**src/inc/tla_pkg.sv**
```systemverilog
package tla_pkg;
   // Register byte offsets
   localparam logic [7:0] REG_CTRL_OFS     = 8'h00;
   localparam logic [7:0] REG_ENABLE_OFS   = 8'h04;
   localparam logic [7:0] REG_FLAGS_OFS    = 8'h08;
   localparam logic [7:0] REG_OUTV_LIM_OFS = 8'h0c;
   localparam logic [7:0] REG_IBAT_LIM_OFS = 8'h10;
   localparam logic [7:0] REG_IIN_LIM_OFS  = 8'h14;
   localparam logic [7:0] REG_RES_LIM_OFS  = 8'h18;
   localparam logic [7:0] REG_TEMP_LIM_OFS = 8'h1c;
   localparam logic [7:0] REG_NTC_LIM_OFS  = 8'h20;
   localparam logic [7:0] REG_OPEN_NTC_OFS = 8'h24;
   localparam logic [7:0] REG_CHG_TGT_OFS  = 8'h28;
   localparam logic [7:0] REG_OUTV_OFS     = 8'h2c;
   localparam logic [7:0] REG_IBAT_OFS     = 8'h30;
   localparam logic [7:0] REG_IIN_OFS      = 8'h34;
   localparam logic [7:0] REG_TEMP_OFS     = 8'h38;
   localparam logic [7:0] REG_NTC_OFS      = 8'h3c;
   localparam logic [7:0] REG_RES_OFS      = 8'h40;
   localparam logic [7:0] REG_STATUS_OFS   = 8'h44;
   // Flag / enable bit positions
   localparam int F_OUTV_LO = 0;
   localparam int F_OUTV_HI = 1;
   localparam int F_IBAT_LO = 2;
   localparam int F_IIN_HI  = 3;
   localparam int F_RES_HI  = 4;
   localparam int F_TEMP_HI = 5;
   localparam int F_NTC_LO  = 6;
   localparam int F_NTC_HI  = 7;
   localparam int F_RES_DONE = 8;
   localparam int NFLAGS    = 9;
   // Control / status bits
   localparam int CTRL_RUN_RES  = 0;
   localparam int ST_QUESTION   = 0;
   localparam int ST_MISSING    = 1;
   localparam int ST_SUSPEND    = 2;
   // Reset values
   localparam logic [15:0] LIM_RST      = 16'h0000;
   localparam logic [15:0] OPEN_NTC_RST = 16'h7fff;
   localparam logic [15:0] CHG_TGT_RST  = 16'h0000;
   // Scaling figures and settle count; RES_SCALE and SETTLE_CYCLES feed the logic
   localparam real OUTV_LSB_MV   = 1.653;
   localparam real OUTV_ATTEN    = 30.07;
   localparam real TEMP_LSB_C    = 0.0215;
   localparam real TEMP_OFFS_C   = 264.4;
   localparam int  NTC_SPAN      = 18191;
   localparam real NTC_EXCITE_V  = 1.2;
   localparam int  RES_SCALE     = 500;
   localparam int  SETTLE_CYCLES = 16;

   typedef enum logic [4:0] {
      RS_IDLE   = 5'b00001,
      RS_WAIT   = 5'b00010,
      RS_SUSP   = 5'b00100,
      RS_DIV    = 5'b01000,
      RS_DONE   = 5'b10000
   } tla_rs_t;

   typedef struct packed {
      logic        valid;
      logic [15:0] data;
   } tla_sample_t;

   typedef struct packed {
      logic        awready;
      logic        wready;
      logic        bvalid;
      logic        arready;
      logic        rvalid;
      logic [31:0] rdata;
      logic [1:0]  resp;
      logic [1:0]  rresp;
      logic        aw_got;
      logic        w_got;
      logic [7:0]  awaddr;
      logic [31:0] wdata;
      logic [3:0]  wstrb;
   } tla_bus_t;

   typedef struct packed {
      tla_bus_t         bus;
      logic             run_res;
      logic [NFLAGS-1:0] en;
      logic [NFLAGS-1:0] flags;
      logic [15:0]      outv_lo, outv_hi, ibat_lo, iin_hi, res_hi, temp_hi;
      logic [15:0]      ntc_lo, ntc_hi, open_ntc, chg_tgt;
      logic [15:0]      outv, ibat, iin, temp, ntc, res, res_cur;
      logic             question, missing, suspend;
      tla_rs_t          rs;
      logic [15:0]      v_chg;
      logic [4:0]       settle;
      logic [31:0]      num;
      logic [15:0]      quo;
      logic [4:0]       bit_i;
      logic             alert_n;
   } tla_state_t;
endpackage

```
**src/logic/tla_core.sv**
```systemverilog
`timescale 1ns/1ps
// Behaviour
// - Output voltage code stored as given, 1.653 mV per LSB after 30.07:1 divider.
// - Enabled output-voltage low/high flags set below low or above high limit.
// - Alert flags stay set until software writes zero to them.
// - Battery current is signed, positive charging, negative when suspended.
// - Enabled battery current low flag uses signed compare, negative limits allowed.
// - Enabled input-current high flag sets when code exceeds upper limit.
// - Resistance request suspends charging, divides voltage delta by charge current.
// - Resistance result and measured charge current reported in separate fields.
// - Request bit clears itself when the measurement finishes.
// - Questionable bit set when measured current below one tenth of target.
// - Request without a running charge cycle waits for next cycle start.
// - Enabled measurement-done flag sets when a result is available.
// - Enabled resistance high flag per cell; software scales pack limit by cells.
// - Die temperature code maps as code times 0.0215 minus 264.4 degrees.
// - Enabled die temperature high flag sets when code exceeds limit.
// - Thermistor code above open threshold while detecting or charging forces missing fault.
// - Enabled thermistor low and high flags compare code with limits.
// - Thermistor code equals 18191 times 1.2 times divider ratio.
// - Results and limits are 16-bit signed, compared signed.
// - Active-low shared alert driven while any enabled flag is set.
module tla_core
   import tla_pkg::*;
#(
   parameter int W = 16
)(
   // Clock and reset
   input  wire logic        CLK,
   input  wire logic        RST,
   // AXI4-Lite slave
   input  wire logic [7:0]  S_AXI_AWADDR,
   input  wire logic        S_AXI_AWVALID,
   output logic             S_AXI_AWREADY,
   input  wire logic [31:0] S_AXI_WDATA,
   input  wire logic [3:0]  S_AXI_WSTRB,
   input  wire logic        S_AXI_WVALID,
   output logic             S_AXI_WREADY,
   output logic [1:0]       S_AXI_BRESP,
   output logic             S_AXI_BVALID,
   input  wire logic        S_AXI_BREADY,
   input  wire logic [7:0]  S_AXI_ARADDR,
   input  wire logic        S_AXI_ARVALID,
   output logic             S_AXI_ARREADY,
   output logic [31:0]      S_AXI_RDATA,
   output logic [1:0]       S_AXI_RRESP,
   output logic             S_AXI_RVALID,
   input  wire logic        S_AXI_RREADY,
   // Converter results, one-cycle valid
   input  wire tla_sample_t OUTV_IN,
   input  wire tla_sample_t IBAT_IN,
   input  wire tla_sample_t IIN_IN,
   input  wire tla_sample_t TEMP_IN,
   input  wire tla_sample_t NTC_IN,
   input  wire tla_sample_t VBAT_IN,
   // Charger state
   input  wire logic        CHARGING,
   input  wire logic        BATT_DETECT,
   // Outputs
   output logic             SUSPEND_REQ,
   output logic             BATT_MISSING,
   output logic             SHARED_ALERT_OUT_N
);
   tla_state_t s_r, s_nxt;

   function automatic logic [15:0] wmerge(input logic [15:0] old, input logic [31:0] d,
                                          input logic [3:0] st);
      logic [15:0] r;
      r = old;
      if (st[0]) r[7:0] = d[7:0];
      if (st[1]) r[15:8] = d[15:8];
      return r;
   endfunction

   function automatic logic lt_s(input logic [15:0] a, input logic [15:0] b);
      return $signed(a) < $signed(b);
   endfunction

   logic [NFLAGS-1:0] hit;
   logic [31:0]       rd;
   logic              rd_ok, wr_ok;
   logic [16:0]       dv;
   logic [15:0]       tenth;

   always_comb
   begin
      s_nxt = s_r;
      hit   = '0;
      rd    = '0;
      rd_ok = 1'b1;
      wr_ok = 1'b1;
      dv    = '0;
      tenth = 16'($signed(s_r.chg_tgt) / 10);

      // Fresh results latched, checks run on the same strobe
      if (OUTV_IN.valid)
      begin
         s_nxt.outv = OUTV_IN.data;
         hit[F_OUTV_LO] = lt_s(OUTV_IN.data, s_r.outv_lo);
         hit[F_OUTV_HI] = lt_s(s_r.outv_hi, OUTV_IN.data);
      end
      if (IBAT_IN.valid)
      begin
         s_nxt.ibat = IBAT_IN.data;
         hit[F_IBAT_LO] = lt_s(IBAT_IN.data, s_r.ibat_lo);
      end
      if (IIN_IN.valid)
      begin
         s_nxt.iin = IIN_IN.data;
         hit[F_IIN_HI] = lt_s(s_r.iin_hi, IIN_IN.data);
      end
      if (TEMP_IN.valid)
      begin
         s_nxt.temp = TEMP_IN.data;
         hit[F_TEMP_HI] = lt_s(s_r.temp_hi, TEMP_IN.data);
      end
      if (NTC_IN.valid)
      begin
         s_nxt.ntc = NTC_IN.data;
         hit[F_NTC_LO] = lt_s(NTC_IN.data, s_r.ntc_lo);
         hit[F_NTC_HI] = lt_s(s_r.ntc_hi, NTC_IN.data);
         if ((BATT_DETECT || CHARGING) && lt_s(s_r.open_ntc, NTC_IN.data))
            s_nxt.missing = 1'b1;
      end
      if (!BATT_DETECT && !CHARGING && s_r.missing && NTC_IN.valid
          && !lt_s(s_r.open_ntc, NTC_IN.data))
         s_nxt.missing = 1'b0;

      // Resistance measurement sequence
      case (s_r.rs)
         RS_IDLE:
         begin
            if (s_r.run_res)
               s_nxt.rs = RS_WAIT;
         end
         RS_WAIT:
         begin
            // Queued until a charge cycle is under way
            if (CHARGING && s_r.missing == 1'b0 && VBAT_IN.valid && IBAT_IN.valid)
            begin
               s_nxt.v_chg   = VBAT_IN.data;
               s_nxt.res_cur = IBAT_IN.data;
               s_nxt.suspend = 1'b1;
               s_nxt.settle  = 5'(SETTLE_CYCLES);
               s_nxt.rs      = RS_SUSP;
            end
         end
         RS_SUSP:
         begin
            if (s_r.settle != 5'h00)
               s_nxt.settle = s_r.settle - 5'h01;
            else if (VBAT_IN.valid)
            begin
               s_nxt.suspend = 1'b0;
               s_nxt.num   = 32'($signed(s_r.v_chg) - $signed(VBAT_IN.data)) * RES_SCALE;
               if ($signed(s_nxt.num) < 0)
                  s_nxt.num = '0;
               s_nxt.quo   = '0;
               s_nxt.bit_i = 5'h0f;
               s_nxt.rs    = RS_DIV;
            end
         end
         RS_DIV:
         begin
            // Restoring division, one quotient bit a cycle; saves a wide divider
            // Trial subtract on num[31:15] first, then the next dividend bit is shifted in
            dv = s_r.num[31:15] - {1'b0, s_r.res_cur};
            s_nxt.num = {s_r.num[30:0], 1'b0};
            if (s_r.res_cur != 16'h0000 && !dv[16] && !s_r.res_cur[15])
            begin
               s_nxt.num = {dv[15:0], s_r.num[14:0], 1'b0};
               s_nxt.quo[s_r.bit_i[3:0]] = 1'b1;
            end
            if (s_r.bit_i == 5'h00)
               s_nxt.rs = RS_DONE;
            else
               s_nxt.bit_i = s_r.bit_i - 5'h01;
         end
         RS_DONE:
         begin
            s_nxt.res      = s_r.quo;
            s_nxt.question = lt_s(s_r.res_cur, tenth);
            s_nxt.run_res  = 1'b0;
            hit[F_RES_DONE] = 1'b1;
            hit[F_RES_HI]   = lt_s(s_r.res_hi, s_r.quo);
            s_nxt.rs       = RS_IDLE;
         end
         default: s_nxt.rs = RS_IDLE;
      endcase

      // AXI4-Lite write path
      if (S_AXI_AWVALID && s_r.bus.awready)
      begin
         s_nxt.bus.aw_got  = 1'b1;
         s_nxt.bus.awaddr  = S_AXI_AWADDR;
         s_nxt.bus.awready = 1'b0;
      end
      if (S_AXI_WVALID && s_r.bus.wready)
      begin
         s_nxt.bus.w_got  = 1'b1;
         s_nxt.bus.wdata  = S_AXI_WDATA;
         s_nxt.bus.wstrb  = S_AXI_WSTRB;
         s_nxt.bus.wready = 1'b0;
      end
      if (s_r.bus.aw_got && s_r.bus.w_got && !s_r.bus.bvalid)
      begin
         case (s_r.bus.awaddr)
            REG_CTRL_OFS:
               if (s_r.bus.wstrb[0] && s_r.bus.wdata[CTRL_RUN_RES])
                  s_nxt.run_res = 1'b1;
            REG_ENABLE_OFS:
               s_nxt.en = NFLAGS'(wmerge(16'(s_r.en), s_r.bus.wdata, s_r.bus.wstrb));
            REG_FLAGS_OFS:
            begin
               // Writing zero clears; a same-cycle hit below still wins
               for (int i = 0; i < NFLAGS; i++)
                  if (s_r.bus.wstrb[i/8] && !s_r.bus.wdata[i])
                     s_nxt.flags[i] = 1'b0;
            end
            REG_OUTV_LIM_OFS:
            begin
               s_nxt.outv_lo = wmerge(s_r.outv_lo, s_r.bus.wdata, s_r.bus.wstrb);
               s_nxt.outv_hi = wmerge(s_r.outv_hi, s_r.bus.wdata >> 16,
                                      s_r.bus.wstrb >> 2);
            end
            REG_IBAT_LIM_OFS: s_nxt.ibat_lo = wmerge(s_r.ibat_lo, s_r.bus.wdata, s_r.bus.wstrb);
            REG_IIN_LIM_OFS:  s_nxt.iin_hi  = wmerge(s_r.iin_hi, s_r.bus.wdata, s_r.bus.wstrb);
            REG_RES_LIM_OFS:  s_nxt.res_hi  = wmerge(s_r.res_hi, s_r.bus.wdata, s_r.bus.wstrb);
            REG_TEMP_LIM_OFS: s_nxt.temp_hi = wmerge(s_r.temp_hi, s_r.bus.wdata, s_r.bus.wstrb);
            REG_NTC_LIM_OFS:
            begin
               s_nxt.ntc_lo = wmerge(s_r.ntc_lo, s_r.bus.wdata, s_r.bus.wstrb);
               s_nxt.ntc_hi = wmerge(s_r.ntc_hi, s_r.bus.wdata >> 16, s_r.bus.wstrb >> 2);
            end
            REG_OPEN_NTC_OFS: s_nxt.open_ntc = wmerge(s_r.open_ntc, s_r.bus.wdata,
                                                      s_r.bus.wstrb);
            REG_CHG_TGT_OFS:  s_nxt.chg_tgt = wmerge(s_r.chg_tgt, s_r.bus.wdata, s_r.bus.wstrb);
            default: wr_ok = 1'b0;
         endcase
         s_nxt.bus.bvalid = 1'b1;
         s_nxt.bus.resp   = wr_ok ? 2'h0 : 2'h2;
      end
      if (s_r.bus.bvalid && S_AXI_BREADY)
      begin
         s_nxt.bus.bvalid  = 1'b0;
         s_nxt.bus.aw_got  = 1'b0;
         s_nxt.bus.w_got   = 1'b0;
         s_nxt.bus.awready = 1'b1;
         s_nxt.bus.wready  = 1'b1;
      end

      // Hardware set beats software clear
      for (int i = 0; i < NFLAGS; i++)
         if (hit[i] && s_r.en[i])
            s_nxt.flags[i] = 1'b1;

      // AXI4-Lite read path
      case (S_AXI_ARADDR)
         REG_CTRL_OFS:     rd = {31'h0, s_r.run_res};
         REG_ENABLE_OFS:   rd = 32'(s_r.en);
         REG_FLAGS_OFS:    rd = 32'(s_r.flags);
         REG_OUTV_LIM_OFS: rd = {s_r.outv_hi, s_r.outv_lo};
         REG_IBAT_LIM_OFS: rd = {16'h0, s_r.ibat_lo};
         REG_IIN_LIM_OFS:  rd = {16'h0, s_r.iin_hi};
         REG_RES_LIM_OFS:  rd = {16'h0, s_r.res_hi};
         REG_TEMP_LIM_OFS: rd = {16'h0, s_r.temp_hi};
         REG_NTC_LIM_OFS:  rd = {s_r.ntc_hi, s_r.ntc_lo};
         REG_OPEN_NTC_OFS: rd = {16'h0, s_r.open_ntc};
         REG_CHG_TGT_OFS:  rd = {16'h0, s_r.chg_tgt};
         REG_OUTV_OFS:     rd = {16'h0, s_r.outv};
         REG_IBAT_OFS:     rd = {16'h0, s_r.ibat};
         REG_IIN_OFS:      rd = {16'h0, s_r.iin};
         REG_TEMP_OFS:     rd = {16'h0, s_r.temp};
         REG_NTC_OFS:      rd = {16'h0, s_r.ntc};
         REG_RES_OFS:      rd = {s_r.res_cur, s_r.res};
         REG_STATUS_OFS:   rd = {29'h0, s_r.suspend, s_r.missing, s_r.question};
         default:          rd_ok = 1'b0;
      endcase
      if (S_AXI_ARVALID && s_r.bus.arready)
      begin
         s_nxt.bus.arready = 1'b0;
         s_nxt.bus.rvalid  = 1'b1;
         s_nxt.bus.rdata   = rd;
         s_nxt.bus.rresp   = rd_ok ? 2'h0 : 2'h2;
      end
      if (s_r.bus.rvalid && S_AXI_RREADY)
      begin
         s_nxt.bus.rvalid  = 1'b0;
         s_nxt.bus.arready = 1'b1;
      end

      s_nxt.alert_n = ~|(s_nxt.flags & s_nxt.en);
   end

   always_ff @(posedge CLK)
   begin
      if (RST)
      begin
         s_r          <= '0;
         s_r.bus.awready <= 1'b1;
         s_r.bus.wready  <= 1'b1;
         s_r.bus.arready <= 1'b1;
         s_r.outv_lo  <= LIM_RST;
         s_r.outv_hi  <= LIM_RST;
         s_r.open_ntc <= OPEN_NTC_RST;
         s_r.chg_tgt  <= CHG_TGT_RST;
         s_r.rs       <= RS_IDLE;
         s_r.alert_n  <= 1'b1;
      end
      else
         s_r <= s_nxt;
   end

   assign S_AXI_AWREADY      = s_r.bus.awready;
   assign S_AXI_WREADY       = s_r.bus.wready;
   assign S_AXI_BVALID       = s_r.bus.bvalid;
   assign S_AXI_BRESP        = s_r.bus.resp;
   assign S_AXI_ARREADY      = s_r.bus.arready;
   assign S_AXI_RVALID       = s_r.bus.rvalid;
   assign S_AXI_RDATA        = s_r.bus.rdata;
   assign S_AXI_RRESP        = s_r.bus.rresp;
   assign SUSPEND_REQ        = s_r.suspend;
   assign BATT_MISSING       = s_r.missing;
   assign SHARED_ALERT_OUT_N = s_r.alert_n;
endmodule // tla_core

```
**config.mk**
```make
export PLATFORM = sky130hd
export DESIGN_NAME = tla_core
export DESIGN_NICKNAME = d
export VERILOG_FILES = /design/src/inc/tla_pkg.sv /design/src/logic/tla_core.sv
export SDC_FILE = /design/constraint.sdc
export NUM_CORES = 1
export LEC_CHECK = 0
export ABC_AREA = 1
export BUFFER_PORTS_ARGS = -buffer_cell sky130_fd_sc_hd__buf_2
export CAP_MARGIN = 20
export CORE_MARGIN = 4
export CORE_UTILIZATION = 35
export CTS_CLUSTER_DIAMETER = 100
export DETAILED_ROUTE_END_ITERATION = 16
export GPL_TIMING_DRIVEN = 0
export PLACE_DENSITY = 0.58
export SETUP_SLACK_MARGIN = 0.3
export SYNTH_ARGS = -nofsm -noshare
export SYNTH_HDL_FRONTEND = slang
export SYNTH_SLANG_ARGS = --single-unit
export TNS_END_PERCENT = 5
```
**constraint.sdc**
```tcl
create_clock -name CLK -period 7.6 [get_ports CLK]
set_input_delay 0 -clock CLK [delete_from_list [all_inputs] [get_ports CLK]]
set_output_delay 0 -clock CLK [all_outputs]
set_load 0.005 [all_outputs]
```
Yosys cells after proc, flatten, opt, wreduce, memory -nomap -nowiden
Cells that the tools add are included.
{"block": "word_totals", "out_inout_bits": 44, "register_bits": 461, "in_bits": 163}
{"block": "classes", "n_mul": 1, "addsub": 4, "bitwise": 3, "eq_ne": 40, "n_reduce_logical": 95, "div": 1, "mux": 84, "n_lt_le_gt_ge": 13}
{"cell": "case mux 32 bit (18 select lines)", "n": 1}
{"cell": "two-way mux 179 bit", "n": 1}
{"cell": "two-way mux 8 bit", "n": 21}
{"cell": "< comparator 16 bit", "n": 10}
{"cell": "two-way mux 53 bit", "n": 2}
{"cell": "case mux 53 bit (2 select lines)", "n": 1}
{"cell": "two-way mux 16 bit", "n": 6}
{"cell": "two-way mux 32 bit", "n": 3}
{"cell": "equality test 8 x 6 -> 1 bit (second input constant)", "n": 11}
{"cell": "AND reduction 3 bit", "n": 22}
{"cell": "equality test 8 x 5 -> 1 bit (second input constant)", "n": 8}
{"cell": "two-way mux 48 bit", "n": 1}
{"cell": "logical AND 1 bit", "n": 37}
{"cell": "divider 32 x 5 -> 32 bit (second input constant)", "n": 1}
{"cell": "equality test 8 x 4 -> 1 bit (second input constant)", "n": 4}
{"cell": "two-way mux 1 bit", "n": 31}
{"cell": "< comparator 27 x 1 -> 1 bit (second input constant)", "n": 1}
{"cell": "two-way mux 27 bit", "n": 1}
{"cell": "multiplier 17 x 8 -> 25 bit (second input constant)", "n": 1}
{"cell": "two-way mux 5 bit", "n": 4}
{"cell": "case mux 5 bit (4 select lines)", "n": 1}
{"cell": "two-way mux 9 bit", "n": 2}
{"cell": "OR reduction 18 bit", "n": 1}
{"cell": "subtractor 16 x 16 -> 17 bit", "n": 1}
{"cell": "other kinds (33)", "n": 69}

Logic depth before layout (Yosys ltp)
Gate-level depths: netlist (run 1).
{"block": "logic_depth", "depth_word": 9, "mapped_depth": 76, "depth_no_buf": 76}

Least setup slack after synthesis (run 1)
No wires, ideal clock.
{"block": "synth_timing", "path_kind": "register to register", "startpoint": "reg s_r[59] (netlist name)", "endpoint": "reg s_r[47] (netlist name)", "t_arrival_ps": 7114, "setup_ps": 134, "n_path_buf": 1, "setup_slack_ps": 351, "required_ps": 7466, "stages_incl_launch_ff": 45, "cell_sequence": "dfxtp_1 inv_1 ha_1 inv_1 fa_1 a21oi_1 o21bai_1 a21oi_1 o21ai_0 a21o_1 a21oi_1 nor2_1 nor2_1 inv_1 a21oi_1 xor2_1 inv_1 fa_1 [... 9 more ...] nand2_1 nand2_1 nand2_1 nand2_1 a21oi_1 nor2_1 nor2_1 o21ai_0 a21oi_1 o21bai_1 nand2_1 a21boi_0 or2_2 nand2_1 nor2_1 clkbuf_1 a211oi_1 a211oi_1"}
{"block": "synth_between", "elab_chain_cells": 7}
{"item": "from (decl)", "line": "tla_core.sv:64", "source": "tla_state_t s_r, s_nxt;"}
{"item": "from (signal assigned)", "line": "tla_core.sv:311", "source": "s_r <= s_nxt;"}
{"item": "subtractor 16 x 16 -> 17 bit (*)", "line": "tla_core.sv:155", "source": "s_nxt.num = 32'($signed(s_r.v_chg) - $signed(VBAT_IN.data)) * RES_SCALE;"}
{"item": "multiplier 17 x 8 -> 25 bit (*)", "line": "tla_core.sv:155"}
{"item": "< comparator 27 x 1 -> 1 bit", "line": "tla_core.sv:156", "source": "if ($signed(s_nxt.num) < 0)"}
{"item": "two-way mux 32 bit (*)", "line": "tla_core.sv:156"}
{"item": "two-way mux 53 bit (*)", "line": "tla_core.sv:152", "source": "else if (VBAT_IN.valid)"}
{"item": "two-way mux 53 bit (*)", "line": "tla_core.sv:150", "source": "if (s_r.settle != 5'h00)"}
{"item": "case mux 53 bit (2 select lines) (*)", "line": "tla_core.sv:130", "source": "case (s_r.rs)"}
Every way passes the cells marked *; elsewhere a longest branch is shown, timed or not. The select of a mux whose other input is x is not followed.
A chain may end at the register's enable or synchronous reset.

Worst setup path after layout (run 1)
Same ends and word-level chain as after synthesis.

==> impl_metrics.toml, run 1 <==
[placed_design]
portBuffers = 202
place_inst = 4924
gp_congestion = 1.096
pre_cts_slack_ns = -0.8480
dp_hpwl_um = 90760

[min_path]
min_path_type = "input pin to register"

[global_route]
use_met3_pct = 5.854
grt_pass1_wl_um = 165800
grt.total_usage_pct = 26.49
gr-max-usage-layer = "met2"
overflow = 0
antenna_found_initial = 9
grt_max_degree = 15
grtUsageMet2_pct = 39.46
grt.met1_usage_pct = 36.53
grt_pass1_vias = 26150

[power_and_ir_drop]
switchingPower_mw = 2.441
peakVddDrop_v = 0.0001670
power.density_nw_per_um2 = 213.8
p_clk_share_pct = 36.6
p_seq_share_pct = 34.2
p_int_mw = 4.968
p_sw_share_pct = 32.94
p_leak_nw = 15.33
p_comb_share_pct = 29.2

[critical_path]
slowest_stage = "fa_1"
critPathMaxStageDelay_ns = 0.60
cp_top_family = "adder cells"
path_buf_inv = 8
end_kind = "register"
critPathKind = "register to register"
cp-start-kind = "register"
crit_top_cell = "a21oi_2"
crit_arrival_ns = 7.59
cp_data_required_time_ns = 8.07
worstPathMaxFanout = 6

[synth]
ys_warn_count = 0
synth_edf_count = 0
syn_avg_cell_area_um2 = 7.535
yosys.area_share.simple_pct = 16.06
yosysTopAreaCellShare_pct = 33.01
async_flop_share_pct = 0
synthMuxAreaShare_pct = 0.07223
synth_area_leaders = "dfxtp_1 33%, ha_1 11%, a21oi_1 7.5%, o21ai_0 7.2%, inv_1 7.0%"
synth_cell_types = 58
synth_top_family_by_area = "compound AO/OA/AOI/OAI gates"
ys_ff_latch = 457
ys.flop_type = "dfxtp_1"
synth_xor_xnor_area_share_pct = 1.991
yosysTopAreaCell = "dfxtp_1"
synthAdderAreaFrac_pct = 15.93
ys_seq_area_share_pct = 33.01
synth_area_um2 = 27710
synth_compound_area_share_pct = 22.68
netlist_instances = 3678

[drt]
routed-via-count = 28250
drt_pass1_iterations = 6
wl_um = 114700
drc = 0
first_iter_violations = 2950
ant_nets = 0
routedWlPerCell_um = 21.83
viasPerCell = 5.375

[timing]
hold_viol = 0
worstMarginPinSlew_ns = 1.220
slew-limit-headroom_pct = 18.69
fmax_ghz = 0.1406
period_share_pct = 93.58
rsz0062_at_grt = "yes"
skew_ns = 0.04938
fin_crit_ns = 7.112
finalMaxSlewViolations = 0
finalWorstSetupSlack_ns = 0.4879
setup_viol = 0

[run]
drv_cap = 0

[cells_and_area]
area_growth_pct = 25.04
fill_cells = 7912
final_cell_mix = "506 x inv_1, 452 x dfxtp_1, 427 x nand2_1"
regArea_um2 = 9155
final_cell_count_no_fill = 5255
multi_input_area_um2 = 16240
final_common_cell = "inv_1"
drive_gt1_share_pct = 13.46
finalNetCount = 4647

[status]
status = "completed"

[floorplanning]
die-area_um2 = 83750
rows = 102
initial_core_util_pct = 35.54
io_pins = 207
die_h_um = 289.4
core_area_um2 = 77980
die_w_um = 289.4

[clock_tree]
clkTransAtPathRegs_ns = 0.06
numCtsBuffers = 54
cts_root_buf = "clkbuf_16"
cts_tree = "yes"
cts_sinks = 457
cts_htree_levels = 2
clock_latency_ns = 0.64
cts_buffer_depth = 3
==> repair_timing <==
item / CTS / global route
resized for setup: 48 / 88
pin swaps: 16 / 65
buffers inserted: 10 / 29
endpoints found under the setup margin: 25 / 25
endpoints found under the hold margin: 173 / 0
hold buffers: 189 / 0
==> layer usage <==
| layer | part of all wire (%) | wire length [um] |
|---|---|---|
| met5 | 0.022 | 25 |
| met4 | 5.4 | 6175 |
| met3 | 10 | 11790 |
| met2 | 41 | 47290 |
| met1 | 43 | 49460 |
==> final timing paths <==
| kind | slack (ns) | startpoint | depth (start not counted) | endpoint |
|---|---|---|---|---|
| worst min register to register | 0.46 | s_r[418] | 2 | s_r[418] |
| worst min-delay path | 0.06 | S_AXI_ARVALID | 4 | S_AXI_RDATA[2] |
| worst max register to register | 0.49 | s_r[59] | 44 | s_r[47] |
| worst max-delay path | 0.49 | s_r[59] | 44 | s_r[47] |
==> power groups by stage <==
stage	Sequential, mW	Clock, mW	Combinational [mW]
6_report	2.53	2.72	2.16
5_1_grt	2.53	2.82	2.46
3_3_place_gp	2.58	0	1.83
2_1_floorplan	2.53	0	1.37
4_1_cts	2.53	2.73	2.00
3_5_place_dp	2.58	0	1.85
==> layout make-up <==
cell class                 instances  area share (%)
buffer                           178           2.390
antenna                            2         0.01444
tap                             1040           3.755
clock buffer                      76           4.546
sequential                       457           26.42
timing repair buffer             434           9.351
inverter                         540           5.885
multi-input combinational       2504           46.88
clock inverter                    24          0.7654
==> logic make-up after synthesis <==
kind of cell / after synthesis
XOR/XNOR: 63
AO/OA/AOI/OAI: 1095
other: 1
buffers and inverters: 718
adder cells (fa/ha/maj): 315
multiplexers: 2
flip-flops: 457
AND/OR/NAND/NOR: 1027
==> sequential cells by signal, summed over array words and instances, names as in the netlist <==
signal / cells
BATT_MISSING: 1
SHARED_ALERT_OUT_N: 1
SUSPEND_REQ: 1
S_AXI_ARREADY: 1
S_AXI_AWREADY: 1
S_AXI_BRESP: 1
S_AXI_BVALID: 1
S_AXI_RDATA: 32
S_AXI_RRESP: 1
S_AXI_RVALID: 1
S_AXI_WREADY: 1
s_r: 415
==> per-stage QoR <==
step	cell area, um2	util [%]	TNS, ns	total power, mW	hold slack [ns]
CTS	34080	43.70	0	7.260	0.02042
global placement	30030	38.51	-15.38	4.409	0.2433
detailed placement	30070	38.57	-16.28	4.425	0.2511
floorplan	27720	-	0	3.904	0.1276
finish	34650	44.44	0	7.409	0.06170
global route	34650	44.44	0	7.812	0.04709
==> synth_stat cells (29+ instances only) <==
cell and n:
nand3_1 98, nand2_1 436, clkbuf_1 139, xor2_1 50, o22ai_1 29, nor2_1 340, nand2_2 38, a21oi_1 418
o211ai_1 51, nand4_1 31, a221oi_1 77, buf_4 38, ha_1 252, dfxtp_1 457, inv_1 515, fa_1 63
o21ai_0 401
==> worst register-to-register path, delay by kind of cell (launching register included) <==
| family | cells | cell delay (ns) |
|---|---|---|
| compound gates | 16 | 2.05 |
| xor+xnor | 1 | 0.20 |
| fa+ha+maj | 7 | 2.83 |
| buf+inv | 8 | 0.56 |
| flops | 1 | 0.33 |
| simple gates | 12 | 1.01 |
(Power assumes the default switching activity.)
==> run 2, diff against run 1 <==
ABC_AREA = unset   (was 1)
==> run 2 against run 1 <==
  * The run now ends with negative setup slack left
  * Core utilization is 0.77 points higher
  * Via count rose by 0.42%
  * Die area is 4.6% higher
  * Clock skew is 0.0026 ns higher
  * Worst hold slack got worse by 0.0012 ns
  * Sequential power decreased by 2%
  * Flip-flop and latch count is the same
  * Clock power down 2%
  * Critical path depth fell by 9
  * Total power down 3.1%
  * First-iteration DRC count rose by 6.1%
  * Final cell count is 2.5% lower
  * Critical endpoint is now s_r[82]
  * Largest cell class unchanged
  * Highest routed layer unchanged
==> impl_metrics.toml, run 2 <==
[status]
status = "finished with violations"
violations = "negative setup slack"

[drt]
drt_pass1_iterations = 7
viasPerCell = 5.539
drc = 0
wl_um = 119700
routedWlPerCell_um = 23.36
first_iter_violations = 3130
ant_nets = 0
routed-via-count = 28370

[synth]
ys_top_cells_by_count = "457 x dfxtp_1, 427 x nor2_1, 314 x nand2_1"
synth_compound_area_share_pct = 18.46
netlist_instances = 3468
async_flop_share_pct = 0
yosysMostFrequentCell = "dfxtp_1"
yosysTopAreaCell = "dfxtp_1"
ys_seq_area_share_pct = 31.52
synth_top_family_by_area = "compound AO/OA/AOI/OAI gates"
syn_avg_cell_area_um2 = 8.369
yosys.area_share.simple_pct = 16.39
synth_cell_types = 96
synth_xor_xnor_area_share_pct = 2.375
synthMuxAreaShare_pct = 9.074
synth_area_um2 = 29030
yosysTopAreaCellShare_pct = 31.52
synth_edf_count = 0
ys_ff_latch = 457
synthAdderAreaFrac_pct = 15.24
synth_area_leaders = "dfxtp_1 32%, ha_1 11%, mux2i_1 8.4%, nor2_1 5.5%, fa_1 4.3%"
ys.flop_type = "dfxtp_1"
ys_warn_count = 0

[clock_tree]
clock_latency_ns = 0.64
cts_root_buf = "clkbuf_16"
cts_buffer_depth = 3
cts_tree = "yes"
cts_sinks = 457
cts_htree_levels = 2
clkTransAtPathRegs_ns = 0.06
numCtsBuffers = 53

[run]
drv_cap = 0

[min_path]
min_path_type = "input pin to register"

[global_route]
overflow = 0
grt_pass1_vias = 26810
antenna_found_initial = 9
grt_pass1_wl_um = 174100
grt.total_usage_pct = 26.51
grt_max_degree = 16

[critical_path]
slowest_stage = "or4b_4"
end_kind = "register"
critPathKind = "register to register"
cp-endpoint = "s_r[82]"
rr_worst_depth = 35
r2r-end = "s_r[82]"
cp_data_required_time_ns = 8.11
critPathMaxStageDelay_ns = 0.59
worstReg2RegStart = "s_r[199]"
worstPathMaxFanout = 7
cp-start-kind = "register"
crit_arrival_ns = 8.36
critPathLaunch = "s_r[199]"
reg2reg_slack_ns = -0.25

[cells_and_area]
largest_register_ffs = 415
design_area_um2 = 37120
finalNetCount = 4478
final_cell_mix = "455 x dfxtp_1, 422 x nor2_1, 311 x nand2_1"
regMostFlops = "s_r"
final_common_cell = "dfxtp_1"
area_growth_pct = 27.89
final_util_pct = 45.21
drive_gt1_share_pct = 16.10

[timing]
finalWorstSetupSlack_ns = -0.2459
worstMarginPinSlew_ns = 1.295
hold_viol = 0
hold_slack_ns = 0.06054
finalMaxSlewViolations = 0
fmax_ghz = 0.1275
setup-tns-final_ns = -0.2459
fin_crit_ns = 7.846
period_share_pct = 103.2
rsz0062_at_grt = "yes"
skew_ns = 0.05200
setup_viol = 1
slew-limit-headroom_pct = 13.32

[power_and_ir_drop]
p_leak_nw = 16.86
switchingPower_mw = 2.287
p_clk_share_pct = 37.2
p_int_mw = 4.890
p_comb_share_pct = 28.2
p_sw_share_pct = 31.87
fin_total_pwr_mw = 7.177
power.density_nw_per_um2 = 193.4
peakVddDrop_v = 0.0002138
p_seq_share_pct = 34.6

[floorplanning]
die_h_um = 296.0
die-area_um2 = 87600
rows = 105
io_pins = 207
initial_core_util_pct = 35.35
die_w_um = 296.0
core_area_um2 = 82110

[placed_design]
gp_congestion = 1.005
portBuffers = 199
dp_hpwl_um = 91360
placed_area_um2 = 31630
## run 2: cell count changes in the layout (fill, tap and decap cells not counted), sizes merged, moves of 46 or more
cell	delta
mux2i	+242
buf	+46
inv	-257
nor2	+86
a22oi	+96
a21oi	-178
nand2	-170
o21ai	-279
a21o	+85
## run 2: layout make-up
cell class / count / area, um2
antenna: 8 / 20.02
buffer: 212 / 1066
clock buffer: 75 / 1519
clock inverter: 23 / 275.3
fill: 8052 / 44990
inverter: 279 / 1047
multi-input combinational: 2521 / 19020
sequential: 457 / 9156
tap: 1070 / 1339
timing repair buffer: 476 / 3680
## run 2: through the flow
stage / setup slack [ns] / std cells
after floorplan: 0.2491 / 3469
after global placement: -1.219 / 4738
after detailed placement: -1.285 / 4744
after CTS: -0.03553 / 5104
after global routing: -0.5958 / 5115
final: -0.2459 / 5121
## run 2: cells by family after synthesis
logic type / Yosys count
buf+inv: 491
other cells: 1
fa+ha+maj: 316
mux: 261
flops: 457
xor+xnor: 77
compound gates: 798
simple gates: 1067
## run 2: worst min-delay path by stage
stage / startpoint / to / cells after the start
floorplan: S_AXI_WVALID / S_AXI_WREADY / 1
global placement: S_AXI_RREADY / S_AXI_ARREADY / 2
detailed placement: S_AXI_WDATA[19] / s_r[397] / 3
CTS: OUTV_IN[16] / s_r[356] / 4
global route: OUTV_IN[16] / s_r[356] / 4
finish: OUTV_IN[16] / s_r[356] / 4
## run 2: power groups by stage
stage,Combinational (mW),Sequential (mW),Clock [mW]
after floorplan,1.25,2.51,0
after global placement,1.68,2.54,0
after detailed placement,1.69,2.54,0
after CTS,2.01,2.48,2.68
after global routing,2.28,2.49,2.78
final,2.03,2.48,2.67
## run 2: repair_timing
item / 4_1_cts / 5_1_grt
gates cloned: 4 / 0
endpoints found under the setup margin: 25 / 25
gates resized for setup: 223 / 20
endpoints found under the hold margin: 175 / 0
hold buffers: 190 / 0
buffers inserted: 68 / 6
pin swaps: 122 / 17
## run 2: critical path: cells and delay by family, from the launching register on
| family | cells | cell delay, ns |
|---|---|---|
| AND/OR/NAND/NOR | 10 | 2.61 |
| buffers and inverters | 6 | 0.89 |
| XOR/XNOR | 3 | 0.42 |
| adder cells (fa/ha/maj) | 2 | 0.47 |
| flip-flops | 1 | 0.30 |
| multiplexers | 1 | 0.38 |
| AO/OA/AOI/OAI | 13 | 2.63 |
## run 2: per-layer routing
layer | up-vias | part of all wire, % | GRT usage (%)
met4 | 2 | 4.1 | 9.728
met3 | 255 | 10 | 5.639
met1 | 13570 | 42 | 36.29
li1 | 13200 | - | -
met2 | 1340 | 43 | 41.28
met5 | - | 0.013 | 0
